$ cat src/sswg_consts.svh
// Offsets, reset values, field positions and widths of the sub-frame window generator
// Behaviour
// - The data-capture window opens when the sub-frame count reaches the capture begin value.
// - The data-capture window closes at the capture finish count, which resets to 2648h.
// - The overload watch window opens at the overload begin count, which resets to 3E8h.
// - The overload watch window closes at the overload finish count, which resets to 1F40h.
// - The light enable window opens at the light begin count, which resets to zero.
// - The light enable window closes at the light finish count, which resets to 2134h.
// - Bits 23:16 of each window register read as zero and software writes only zero there.
// - Each sub-frame lasts subframe_length clocks, taken from an input port that has no reset value.
// - The timing generator runs and drives the windows only while its enable is one.
// - Each window lasts its finish count minus its begin count, in clock periods, when begin is below finish and finish does not exceed subframe_length.
`ifndef SSWG_CONSTS_SVH
`define SSWG_CONSTS_SVH

`define SSWG_ADDR_W 8
`define SSWG_DATA_W 24
`define SSWG_CNT_W 16
`define SSWG_FIELD_MSB 15
`define SSWG_RSVD_MSB 23
`define SSWG_RSVD_LSB 16

`define SSWG_OFS_CAPTURE_BEGIN 8'h87
`define SSWG_OFS_CAPTURE_FINISH 8'h88
`define SSWG_OFS_OVERLOAD_BEGIN 8'h89
`define SSWG_OFS_OVERLOAD_FINISH 8'h8a
`define SSWG_OFS_LIGHT_BEGIN 8'h8f
`define SSWG_OFS_LIGHT_FINISH 8'h90

`define SSWG_RST_CAPTURE_BEGIN 16'h2454
`define SSWG_RST_CAPTURE_FINISH 16'h2648
`define SSWG_RST_OVERLOAD_BEGIN 16'h03e8
`define SSWG_RST_OVERLOAD_FINISH 16'h1f40
`define SSWG_RST_LIGHT_BEGIN 16'h0000
`define SSWG_RST_LIGHT_FINISH 16'h2134
`define SSWG_RST_SUBFRAME_LENGTH 16'h270f

`endif

$ cat src/sswg_pkg.sv
// Types of the sub-frame window generator
package sswg_pkg;
    typedef enum logic [1:0] {
        SSWG_IDLE = 2'b00,
        SSWG_RUN = 2'b01
    } sswg_state_t;
endpackage : sswg_pkg

$ cat src/sswg_cfg_reg.sv
// One 16-bit window position register with its own reset value
`timescale 1ns/1ps
`include "sswg_consts.svh"
module sswg_cfg_reg #(
    parameter logic [`SSWG_CNT_W-1:0] RESET_VALUE = 16'h0000
) (
    input wire logic clock,
    input wire logic rst_n,
    input wire logic wr_en,
    input wire logic [`SSWG_CNT_W-1:0] wr_data,
    output logic [`SSWG_CNT_W-1:0] value_q
);
    logic [`SSWG_CNT_W-1:0] value_d;

    always_comb begin
        value_d = value_q;
        if (wr_en) begin
            value_d = wr_data;
        end
    end

    always_ff @(posedge clock or negedge rst_n) begin
        if (!rst_n) begin
            value_q <= RESET_VALUE;
        end else begin
            value_q <= value_d;
        end
    end
endmodule : sswg_cfg_reg

$ cat src/sswg_window.sv
// Window comparator: on while begin <= count < finish, registered
`timescale 1ns/1ps
`include "sswg_consts.svh"
module sswg_window (
    input wire logic clock,
    input wire logic rst_n,
    input wire logic run_d,
    input wire logic [`SSWG_CNT_W-1:0] count_d,
    input wire logic [`SSWG_CNT_W-1:0] win_begin,
    input wire logic [`SSWG_CNT_W-1:0] win_finish,
    output logic active_q
);
    logic active_d;

    // Compared against the next count so the output lines up with the count register
    always_comb begin
        active_d = run_d && (count_d >= win_begin) && (count_d < win_finish);
    end

    always_ff @(posedge clock or negedge rst_n) begin
        if (!rst_n) begin
            active_q <= 1'b0;
        end else begin
            active_q <= active_d;
        end
    end
endmodule : sswg_window

$ cat src/sswg_top.sv
// Sub-frame counter, window registers and the three timing windows
`timescale 1ns/1ps
`include "sswg_consts.svh"
module sswg_top (
    input wire logic clock,
    input wire logic resetn,
    input wire logic timing_unit_enable,
    input wire logic [`SSWG_CNT_W-1:0] subframe_length,
    input wire logic reg_wr_en,
    input wire logic reg_rd_en,
    input wire logic [`SSWG_ADDR_W-1:0] reg_addr,
    input wire logic [`SSWG_DATA_W-1:0] reg_wdata,
    output logic [`SSWG_DATA_W-1:0] reg_rdata,
    output logic [`SSWG_CNT_W-1:0] subframe_count,
    output logic capture_window,
    output logic overload_watch,
    output logic light_enable
);
    logic rst_meta_q;
    logic rst_n;
    sswg_pkg::sswg_state_t state_q;
    sswg_pkg::sswg_state_t state_d;
    logic [`SSWG_CNT_W-1:0] count_q;
    logic [`SSWG_CNT_W-1:0] count_d;
    logic [`SSWG_CNT_W:0] count_inc;
    logic run_d;
    logic last_clock;
    logic [`SSWG_DATA_W-1:0] rdata_d;
    logic [`SSWG_DATA_W-1:0] rdata_q;
    logic [`SSWG_CNT_W-1:0] wr_field;
    logic [`SSWG_CNT_W-1:0] capture_window_begin;
    logic [`SSWG_CNT_W-1:0] capture_window_finish;
    logic [`SSWG_CNT_W-1:0] overload_watch_begin;
    logic [`SSWG_CNT_W-1:0] overload_watch_finish;
    logic [`SSWG_CNT_W-1:0] light_enable_begin;
    logic [`SSWG_CNT_W-1:0] light_enable_finish;
    logic [`SSWG_CNT_W-1:0] capture_begin_d;
    logic [`SSWG_CNT_W-1:0] capture_finish_d;
    logic [`SSWG_CNT_W-1:0] overload_begin_d;
    logic [`SSWG_CNT_W-1:0] overload_finish_d;
    logic [`SSWG_CNT_W-1:0] light_begin_d;
    logic [`SSWG_CNT_W-1:0] light_finish_d;

    // Reset release synchroniser; assertion stays asynchronous
    always_ff @(posedge clock or negedge resetn) begin
        if (!resetn) begin
            rst_meta_q <= 1'b0;
            rst_n <= 1'b0;
        end else begin
            rst_meta_q <= 1'b1;
            rst_n <= rst_meta_q;
        end
    end

    // Reserved upper byte of a write is dropped
    assign wr_field = reg_wdata[`SSWG_FIELD_MSB:0];

    sswg_cfg_reg #(
        .RESET_VALUE(`SSWG_RST_CAPTURE_BEGIN)
    ) u_capture_begin (
        .clock(clock),
        .rst_n(rst_n),
        .wr_en(reg_wr_en && (reg_addr == `SSWG_OFS_CAPTURE_BEGIN)),
        .wr_data(wr_field),
        .value_q(capture_window_begin)
    );

    sswg_cfg_reg #(
        .RESET_VALUE(`SSWG_RST_CAPTURE_FINISH)
    ) u_capture_finish (
        .clock(clock),
        .rst_n(rst_n),
        .wr_en(reg_wr_en && (reg_addr == `SSWG_OFS_CAPTURE_FINISH)),
        .wr_data(wr_field),
        .value_q(capture_window_finish)
    );

    sswg_cfg_reg #(
        .RESET_VALUE(`SSWG_RST_OVERLOAD_BEGIN)
    ) u_overload_begin (
        .clock(clock),
        .rst_n(rst_n),
        .wr_en(reg_wr_en && (reg_addr == `SSWG_OFS_OVERLOAD_BEGIN)),
        .wr_data(wr_field),
        .value_q(overload_watch_begin)
    );

    sswg_cfg_reg #(
        .RESET_VALUE(`SSWG_RST_OVERLOAD_FINISH)
    ) u_overload_finish (
        .clock(clock),
        .rst_n(rst_n),
        .wr_en(reg_wr_en && (reg_addr == `SSWG_OFS_OVERLOAD_FINISH)),
        .wr_data(wr_field),
        .value_q(overload_watch_finish)
    );

    sswg_cfg_reg #(
        .RESET_VALUE(`SSWG_RST_LIGHT_BEGIN)
    ) u_light_begin (
        .clock(clock),
        .rst_n(rst_n),
        .wr_en(reg_wr_en && (reg_addr == `SSWG_OFS_LIGHT_BEGIN)),
        .wr_data(wr_field),
        .value_q(light_enable_begin)
    );

    sswg_cfg_reg #(
        .RESET_VALUE(`SSWG_RST_LIGHT_FINISH)
    ) u_light_finish (
        .clock(clock),
        .rst_n(rst_n),
        .wr_en(reg_wr_en && (reg_addr == `SSWG_OFS_LIGHT_FINISH)),
        .wr_data(wr_field),
        .value_q(light_enable_finish)
    );

    // Read data; reserved byte and unmapped offsets return zero
    always_comb begin
        rdata_d = rdata_q;
        if (reg_rd_en) begin
            case (reg_addr)
                `SSWG_OFS_CAPTURE_BEGIN: rdata_d = {8'h00, capture_window_begin};
                `SSWG_OFS_CAPTURE_FINISH: rdata_d = {8'h00, capture_window_finish};
                `SSWG_OFS_OVERLOAD_BEGIN: rdata_d = {8'h00, overload_watch_begin};
                `SSWG_OFS_OVERLOAD_FINISH: rdata_d = {8'h00, overload_watch_finish};
                `SSWG_OFS_LIGHT_BEGIN: rdata_d = {8'h00, light_enable_begin};
                `SSWG_OFS_LIGHT_FINISH: rdata_d = {8'h00, light_enable_finish};
                default: rdata_d = 24'h000000;
            endcase
        end
    end

    always_ff @(posedge clock or negedge rst_n) begin
        if (!rst_n) begin
            rdata_q <= 24'h000000;
        end else begin
            rdata_q <= rdata_d;
        end
    end

    assign reg_rdata = rdata_q;

    // Sub-frame counter; a length of zero or one holds the count at zero
    always_comb begin
        count_inc = {1'b0, count_q} + 17'h00001;
        last_clock = (count_inc >= {1'b0, subframe_length});
        state_d = state_q;
        count_d = count_q;
        case (state_q)
            sswg_pkg::SSWG_IDLE: begin
                count_d = 16'h0000;
                if (timing_unit_enable) begin
                    state_d = sswg_pkg::SSWG_RUN;
                end
            end
            sswg_pkg::SSWG_RUN: begin
                if (!timing_unit_enable) begin
                    state_d = sswg_pkg::SSWG_IDLE;
                    count_d = 16'h0000;
                end else if (last_clock) begin
                    count_d = 16'h0000;
                end else begin
                    count_d = count_inc[`SSWG_CNT_W-1:0];
                end
            end
            default: begin
                state_d = sswg_pkg::SSWG_IDLE;
                count_d = 16'h0000;
            end
        endcase
        run_d = (state_d == sswg_pkg::SSWG_RUN);
    end

    always_ff @(posedge clock or negedge rst_n) begin
        if (!rst_n) begin
            state_q <= sswg_pkg::SSWG_IDLE;
            count_q <= 16'h0000;
        end else begin
            state_q <= state_d;
            count_q <= count_d;
        end
    end

    assign subframe_count = count_q;

    // Next register values; a write counts in the edge it lands, so windows never lag it
    always_comb begin
        capture_begin_d = capture_window_begin;
        capture_finish_d = capture_window_finish;
        overload_begin_d = overload_watch_begin;
        overload_finish_d = overload_watch_finish;
        light_begin_d = light_enable_begin;
        light_finish_d = light_enable_finish;
        if (reg_wr_en) begin
            case (reg_addr)
                `SSWG_OFS_CAPTURE_BEGIN: capture_begin_d = wr_field;
                `SSWG_OFS_CAPTURE_FINISH: capture_finish_d = wr_field;
                `SSWG_OFS_OVERLOAD_BEGIN: overload_begin_d = wr_field;
                `SSWG_OFS_OVERLOAD_FINISH: overload_finish_d = wr_field;
                `SSWG_OFS_LIGHT_BEGIN: light_begin_d = wr_field;
                `SSWG_OFS_LIGHT_FINISH: light_finish_d = wr_field;
                default: capture_begin_d = capture_window_begin;
            endcase
        end
    end

    // Disabled unit keeps every window low
    sswg_window u_capture_win (
        .clock(clock),
        .rst_n(rst_n),
        .run_d(run_d),
        .count_d(count_d),
        .win_begin(capture_begin_d),
        .win_finish(capture_finish_d),
        .active_q(capture_window)
    );

    sswg_window u_overload_win (
        .clock(clock),
        .rst_n(rst_n),
        .run_d(run_d),
        .count_d(count_d),
        .win_begin(overload_begin_d),
        .win_finish(overload_finish_d),
        .active_q(overload_watch)
    );

    sswg_window u_light_win (
        .clock(clock),
        .rst_n(rst_n),
        .run_d(run_d),
        .count_d(count_d),
        .win_begin(light_begin_d),
        .win_finish(light_finish_d),
        .active_q(light_enable)
    );

    // Checks
    chk_capture_open: assert property (
        @(posedge clock) disable iff (!rst_n)
        (state_q == sswg_pkg::SSWG_RUN) && (count_q == capture_window_begin)
            && (capture_window_begin < capture_window_finish) |-> capture_window)
        else $error("capture window not open at begin count");

    chk_capture_close: assert property (
        @(posedge clock) disable iff (!rst_n)
        (count_q == capture_window_finish) |-> !capture_window)
        else $error("capture window still open at finish count");

    chk_overload_open: assert property (
        @(posedge clock) disable iff (!rst_n)
        (state_q == sswg_pkg::SSWG_RUN) && (count_q == overload_watch_begin)
            && (overload_watch_begin < overload_watch_finish) |-> overload_watch)
        else $error("overload window not open at begin count");

    chk_overload_close: assert property (
        @(posedge clock) disable iff (!rst_n)
        (count_q == overload_watch_finish) |-> !overload_watch)
        else $error("overload window still open at finish count");

    chk_light_open: assert property (
        @(posedge clock) disable iff (!rst_n)
        (state_q == sswg_pkg::SSWG_RUN) && (count_q == light_enable_begin)
            && (light_enable_begin < light_enable_finish) |-> light_enable)
        else $error("light enable not raised at begin count");

    chk_light_close: assert property (
        @(posedge clock) disable iff (!rst_n)
        (count_q == light_enable_finish) |-> !light_enable)
        else $error("light enable still high at finish count");

    chk_reserved_zero: assert property (
        @(posedge clock) disable iff (!rst_n)
        reg_rd_en |=> (reg_rdata[`SSWG_RSVD_MSB:`SSWG_RSVD_LSB] == 8'h00))
        else $error("reserved read bits not zero");

    chk_readback_value: assert property (
        @(posedge clock) disable iff (!rst_n)
        reg_rd_en && !reg_wr_en && (reg_addr == `SSWG_OFS_CAPTURE_FINISH)
            |=> (reg_rdata[`SSWG_FIELD_MSB:0] == $past(capture_window_finish)))
        else $error("capture finish readback mismatch");

    chk_count_wrap: assert property (
        @(posedge clock) disable iff (!rst_n)
        (state_q == sswg_pkg::SSWG_RUN) && timing_unit_enable && last_clock
            |=> (count_q == 16'h0000))
        else $error("sub-frame counter did not wrap at length");

    chk_count_step: assert property (
        @(posedge clock) disable iff (!rst_n)
        (state_q == sswg_pkg::SSWG_RUN) && timing_unit_enable && !last_clock
            |=> (count_q == $past(count_q) + 16'h0001))
        else $error("sub-frame counter did not advance by one");

    chk_disabled_quiet: assert property (
        @(posedge clock) disable iff (!rst_n)
        !timing_unit_enable |=> !capture_window && !overload_watch && !light_enable
            && (count_q == 16'h0000))
        else $error("window active while timing unit disabled");

    chk_window_span: assert property (
        @(posedge clock) disable iff (!rst_n)
        capture_window |-> (count_q >= capture_window_begin)
            && (count_q < capture_window_finish))
        else $error("capture window outside its span");

endmodule : sswg_top

$ cat config.mk
export PLATFORM = sky130hd
export DESIGN_NAME = sswg_top
export DESIGN_NICKNAME = d
export VERILOG_FILES = /design/src/sswg_pkg.sv /design/src/sswg_cfg_reg.sv /design/src/sswg_window.sv /design/src/sswg_top.sv
export VERILOG_INCLUDE_DIRS = /design/src
export SDC_FILE = /design/constraint.sdc
export NUM_CORES = 1
export LEC_CHECK = 0
export BUFFER_PORTS_ARGS = -buffer_cell sky130_fd_sc_hd__buf_2
export CORE_MARGIN = 4
export CORE_UTILIZATION = 54
export CTS_CLUSTER_DIAMETER = 50
export DETAILED_ROUTE_END_ITERATION = 16
export PLACE_DENSITY = 0.75
export REMOVE_ABC_BUFFERS = 1
export SYNTH_ARGS = -nofsm -noshare
export SYNTH_HDL_FRONTEND = slang
export SYNTH_SLANG_ARGS = --single-unit
$ cat constraint.sdc
create_clock -name clock -period 3.6 [get_ports clock]
set_input_delay 0.72 -clock clock [delete_from_list [all_inputs] [get_ports clock]]
set_output_delay 0.72 -clock clock [all_outputs]
set_load 0.1 [all_outputs]
Word-level counts from Yosys, hierarchy flattened
Index checks and enable logic that the tools add are counted.
W data, S select, Z words.

storage, ports and cells
  flip-flop bits (word level) = 143
  input bits = 53
  output and inout port bits = 43
  logic and storage cells = 62

cells by class
  add/sub/neg operators = 1
  $lt $le $gt $ge = 7
  equal/unequal tests = 8
  mux-type cells = 19
  reductions and logical operators = 13

operators by type and width
  cell                     count
  $mux W16                 15
  $pmux W16 S6             1
  $eq A8 B8 Y1 const B     6
  $ge A16 B16 Y1           3
  $lt A16 B16 Y1           3
  $add A16 B1 Y17 const B  1
  $ge A17 B16 Y1           1
  $logic_and A1 B1 Y1      12
  $eq A2 B1 Y1 const B     2
  $mux W2                  2
  $pmux W2 S2              1
  $logic_not A2 Y1         1

Logic depth before layout (Yosys ltp)
  word-level depth = 8
  mapped depth = 22
  mapped depth without buffers = 21

By module
A second synthesis with hierarchy kept.

second synthesis, totals
  cell total of the unflattened synthesis = 956
  area total of the unflattened synthesis = 10344.9 µm²

by module, submodules not included
  module                                instances  cells an instance  area an instance (µm²)  sequential area each (µm²)
  sswg_top                              1          425                4046.4                  900.9
  sswg_cfg_reg at u_capture_begin ...   3          34                 655.6                   406.6
  sswg_window at u_capture_win ...      2          109                788.3                   25.0
  sswg_cfg_reg at u_overload_begin ...  2          34                 656.9                   407.9
  sswg_window at u_overload_win         1          109                792.0                   25.0
  sswg_cfg_reg at u_light_begin         1          34                 649.4                   400.4

Worst setup path before layout
No wires, ideal clock.

  path kind = register to register
  start = reg count_q[0] (netlist: subframe_count[0])
  end = reg u_overload_win.active_q
  library setup time = 0.139 ns
  arrival = 5.131 ns
  data required time = 3.461 ns
  slack = -1.669 ns
  stages on the path, launching flop included = 20
  path buffers = 1
  period minus slack after synthesis = 5.269 ns
  path through = dfrtp_1 -> ha_1 -> nand3_1 -> nor3_1 -> and3_1 -> nand3_1 -> xnor2_1 -> ha_1 -> nand4_1 -> nor2_1 -> a221oi_2 -> nand3_1 -> clkbuf_1 -> nor2b_1 -> ha_1 -> o2111a_1 -> a2111oi_0 -> o211ai_1 -> a221oi_1 -> a211oi_1

between the ends
  longest elaborated chain between the ends = 8
  elaborated cells on any way between the ends = 9
  classes of those cells = add/sub (1); order compare (3); mux (3); reduce/logical (2)

RTL lines
  element                      line               text
  start: declaration           sswg_top.sv:23     logic [`SSWG_CNT_W-1:0] count_q;
  start signal: assignment     sswg_top.sv:181    count_q <= count_d;
  $add A16 B1 Y17 *            sswg_top.sv:146    count_inc = {1'b0, count_q} + 17'h00001;
  $ge A17 B16 Y1               sswg_top.sv:147    last_clock = (count_inc >= {1'b0, subframe_length});
  $mux W16 *                   sswg_top.sv:161    end else if (last_clock) begin
  $mux W16 *                   sswg_top.sv:158    if (!timing_unit_enable) begin
  $mux W16 *                   sswg_top.sv:150    case (state_q)
  net count_d[7]               sswg_top.sv:24     logic [`SSWG_CNT_W-1:0] count_d;
  $ge A16 B16 Y1               sswg_window.sv:17  active_d = run_d && (count_d >= win_begin) && (count_d < win_finish);
  $logic_and A1 B1 Y1          sswg_window.sv:17
  $logic_and A1 B1 Y1 *        sswg_window.sv:17
  net u_overload_win.active_d  sswg_window.sv:13  logic active_d;
  end signal: assignment       sswg_window.sv:24  active_q <= active_d;
  end: declaration             sswg_window.sv:11  output logic active_q

The timed path passes the listed nets; every way through them passes the cells marked *.
A chain may end at the register's enable or synchronous reset.

Final worst setup path
  start = reg count_q[6] (netlist: subframe_count[6])
  end = reg u_light_win.active_q

between the ends
  longest elaborated chain between the ends = 8
  elaborated cells on any way between the ends = 9
  classes of those cells = add/sub (1); order compare (3); mux (3); reduce/logical (2)

RTL lines
  element                   line
  $add A16 B1 Y17 *         sswg_top.sv:146
  $ge A17 B16 Y1            sswg_top.sv:147
  $mux W16 *                sswg_top.sv:161
  $mux W16 *                sswg_top.sv:158
  $mux W16 *                sswg_top.sv:150
  net count_d[14]           sswg_top.sv:24
  $ge A16 B16 Y1            sswg_window.sv:17
  $logic_and A1 B1 Y1       sswg_window.sv:17
  $logic_and A1 B1 Y1 *     sswg_window.sv:17
  net u_light_win.active_d  sswg_window.sv:13
  end signal: assignment    sswg_window.sv:24
  end: declaration          sswg_window.sv:11

Marked as above.

==> key figures <==
Status
  • Status: finished, violations left
  • Failing checks: negative setup slack

Floorplanning
  • Die area: 17960 µm²
  • Row count: 45
  • Initial Utilization: 55.78%
  • Io pins: 96
  • Die W: 134 µm
  • Die Ht: 134 µm
  • Core area: 15370 µm²

Finish
  • Share of post-route cells with drive strength above 1: 43.38%
  • Ant. Diodes: 0
  • Final Core Density: 71.98%
  • Final instance area: 11060 µm²
  • Nets: 1161
  • Fin cells: 1223
  • Area growth syn-to-layout: 29.06%
  • FILL cells: 1021

STA
  • Achievable Freq: 0.2307 GHz
  • Final setup fails: 3
  • Final Critical Period: 4.335 ns
  • Slew Viols, Final: 0
  • Slew @ Worst Pin: 0.8450 ns
  • Tcrit/Tclk final: 120.4%
  • RSZ-0062 raised after global routing: yes
  • Slew margin rel.: 43.67%
  • Final Hold Violating Endpoints: 0
  • Max Clock Skew: 0.01178 ns
  • Fin worst setup slack: -0.7346 ns
  • Fin Hold WS: 0.05762 ns
  • TNS Setup: -2.055 ns

Critical path
  • Critical path cell sequence: nand4_1 -> buf_4 -> nor3_4 -> and3_4 -> nand3_2 -> xnor2_2 -> ha_1 -> nand4_1 -> nor2_4 -> a221oi_4 -> nand3_4 -> buf_6 -> nor2b_1 -> buf_4 -> buf_4 -> ha_1 -> and4_1 -> nand2_1 -> nor4_2 -> a21oi_1 -> nor3b_2
  • Arr. time, crit path: 4.66 ns
  • R2r worst-path depth: 21
  • CP Capture Type: flip-flop
  • CP Launch Type: flip-flop
  • CP dominant cell by count: buf_4
  • Crit Path Max Fanout: 5
  • WS Path Type: reg2reg
  • CP max stage cell: dfrtp_1
  • Largest stage delay on the critical path: 0.37 ns
  • Critical Path RT: 3.92 ns

Drt
  • DR pass1 iterations: 7
  • Via density per instance: 5.915
  • # DRC: 0
  • Vias: 7234
  • 1st-iter DRT viols: 560
  • Post-DRT Antenna Nets: 0
  • WL/cell: 21.33 µm
  • WL final: 26.09 mm

Placed design
  • DP Worst Slack: -0.8326 ns
  • Dpl cells: 1180
  • DP Area: 10030 µm²
  • HPWL after detailed placement: 17.65 mm
  • GPL Wtd Cong: 0.9107
  • I/O Buffers: 79

Synth
  • Post-synthesis register bit count: 135
  • Synth async-reset ratio: 100.0%
  • Most numerous cell in the Yosys netlist: inv_1
  • Mux share of post-synthesis cell area: 15.06%
  • Register area share after synthesis: 39.80%
  • Ys Warns: 0
  • Post-synth top flop: dfrtp_1
  • Top cell type by total area after synthesis: dfrtp_1
  • Post-synth EDFFs: 0
  • Post-synthesis xor/xnor area fraction: 1.430%
  • Post-synthesis simple-gate area fraction: 8.246%
  • Post-Syn Area: 8573 µm²
  • Synth Area in Compound Gates: 12.59%
  • Cells after synthesis: 790
  • Largest family of logic cells by synthesized area: adder cells
  • Top cells by area, synth: dfrtp_1 32%, ha_1 16%, mux2_2 14%
  • Adder-cell share of the synthesized area: 15.91%
  • Synth top area share: 31.52%
  • Syn_area_per_cell: 10.85 µm²
  • Leading post-synthesis cells by instance count: 112 x inv_1, 109 x ha_1, 108 x dfrtp_1
  • Netlist cell types: 59

Power and ir drop
  • Sw Pwr: 1.175 mW
  • Flop pwr share: 40.2%
  • Power density over the cells: 370.7 nW/µm²
  • Peak VDD IR: 0.3345 mV
  • Lkg Pwr: 5.622 nW
  • Logic pwr share: 15.1%
  • Int Pwr: 2.927 mW
  • Sw Ratio: 28.64%
  • Clock power frac: 44.7%
  • Total Power: 4.102 mW

Global routing
  • Total global-route track usage: 27.89%
  • Initial antenna violation count: 0
  • GRT overflow: 0
  • First-pass GRT wire length: 38.73 mm
  • Largest net degree at the start of global routing: 62
  • Vias in the first global route: 7300

Clock tree
  • Clock-pin slew on the worst setup and hold paths: 0.07 ns
  • Clk Latency, worst-skew pair: 0.44 ns
  • Hold buffer count at CTS: 0
  • Max H-tree Level: 4
  • Deepest clock path buffer count: 2
  • Clk root buf: clkbuf_16
  • TritonCTS buffer count: 17
  • CTS tree: yes
  • Num Clock Sinks: 135

Flow run
  • Max-cap viol count: 0

Min path
  • Class of the worst hold path: in2async
## cell families after synthesis
kind of cell | after synthesis
adder cells (fa/ha/maj) | 109
AND/OR/NAND/NOR | 121
AO/OA/AOI/OAI | 153
other | 2
XOR/XNOR | 14
buffers and inverters | 141
flip-flops | 135
multiplexers | 115
## cell usage in the layout (no fill, tap or decap), types with 4 or more instances in the layout
master     count
a21oi_1       24
nand2_1       12
nor2b_1       13
a21o_1        30
nor2_1        25
buf_6          6
xor2_1         8
a222oi_1      11
ha_1         104
nand3_1        8
inv_1        111
mux2_2       106
ha_4           5
a211oi_2       8
o21ai_0       10
a31oi_1       13
conb_1        10
dfstp_2       27
a221oi_1       5
nand4_1       17
mux2i_1        6
dfrtp_1      106
buf_2         79
o21ai_1        9
a22oi_1       16
buf_4        123
xnor2_1        4
clkbuf_16     17
nor2_2         4
a21oi_2        4
## state kept, by name (all words and copies together), names as in the netlist
name and count:
subframe_count 16, u_capture_begin.value_q 16, rst_n 1, u_light_begin.value_q 16, state_q 2, u_overload_win.active_q 1, u_capture_finish.value_q 16, u_overload_finish.value_q 16
u_light_finish.value_q 16, u_overload_begin.value_q 16, u_capture_win.active_q 1, reg_rdata 16, rst_meta_q 1, u_light_win.active_q 1
## cell type report
cell class / instances / area [µm²] / area share [%]
tap: 211 / 264.0 / 2.386
clock buffer: 19 / 442.9 / 4.003
sequential: 135 / 3417 / 30.88
timing repair buffer: 210 / 1426 / 12.89
clock inverter: 13 / 170.2 / 1.538
inverter: 113 / 426.7 / 3.856
multi-input combinational: 522 / 4917 / 44.44
## worst paths after layout
check / from / endpoint / slack, ns
worst max-delay path: subframe_count[6] / u_light_win.active_q / -0.73
worst min-delay path: resetn / rst_meta_q / 0.06
worst max register to register: subframe_count[6] / u_light_win.active_q / -0.73
worst min register to register: rst_meta_q / rst_n / 0.35
max in group asynchronous: rst_n / u_overload_finish.value_q[9] / 2.14
min in group clock: rst_meta_q / rst_n / 0.35
## critical path, delay by kind of cell, from the launching register on
family,cells,cell delay [ns]
and+or+nand+nor,12,2.11
AOI/OAI and AO/OA,2,0.46
xor gates and xnor gates,1,0.16
buffers and inverters,4,0.67
adders and majority gates,2,0.47
DFF,1,0.37
## metal layers
metal / global-route usage (%) / up-vias / part of all wire [%]
li1: - / 3267 / -
met5: 0 / - / 0
met3: 6.564 / 64 / 7.5
met1: 37.31 / 3567 / 42
met2: 45.20 / 336 / 47
met4: 8.743 / 0 / 3.3
## power groups by stage
stage	clock [mW]	sequential (mW)	combinational (mW)
finish	1.83	1.65	0.621
CTS	1.83	1.65	0.585
global placement	0	1.67	0.552
floorplan	0	1.79	0.257
global route	1.90	1.66	0.662
detailed placement	0	1.67	0.563
## repair_timing
item                       4_1_cts  5_1_grt
cloned                           1        0
pin swaps                       24       20
setup endpoints to repair        3        3
gates resized for setup         51       28
setup buffers                    4        6
Note: power is estimated with default switching activity, not from simulation.
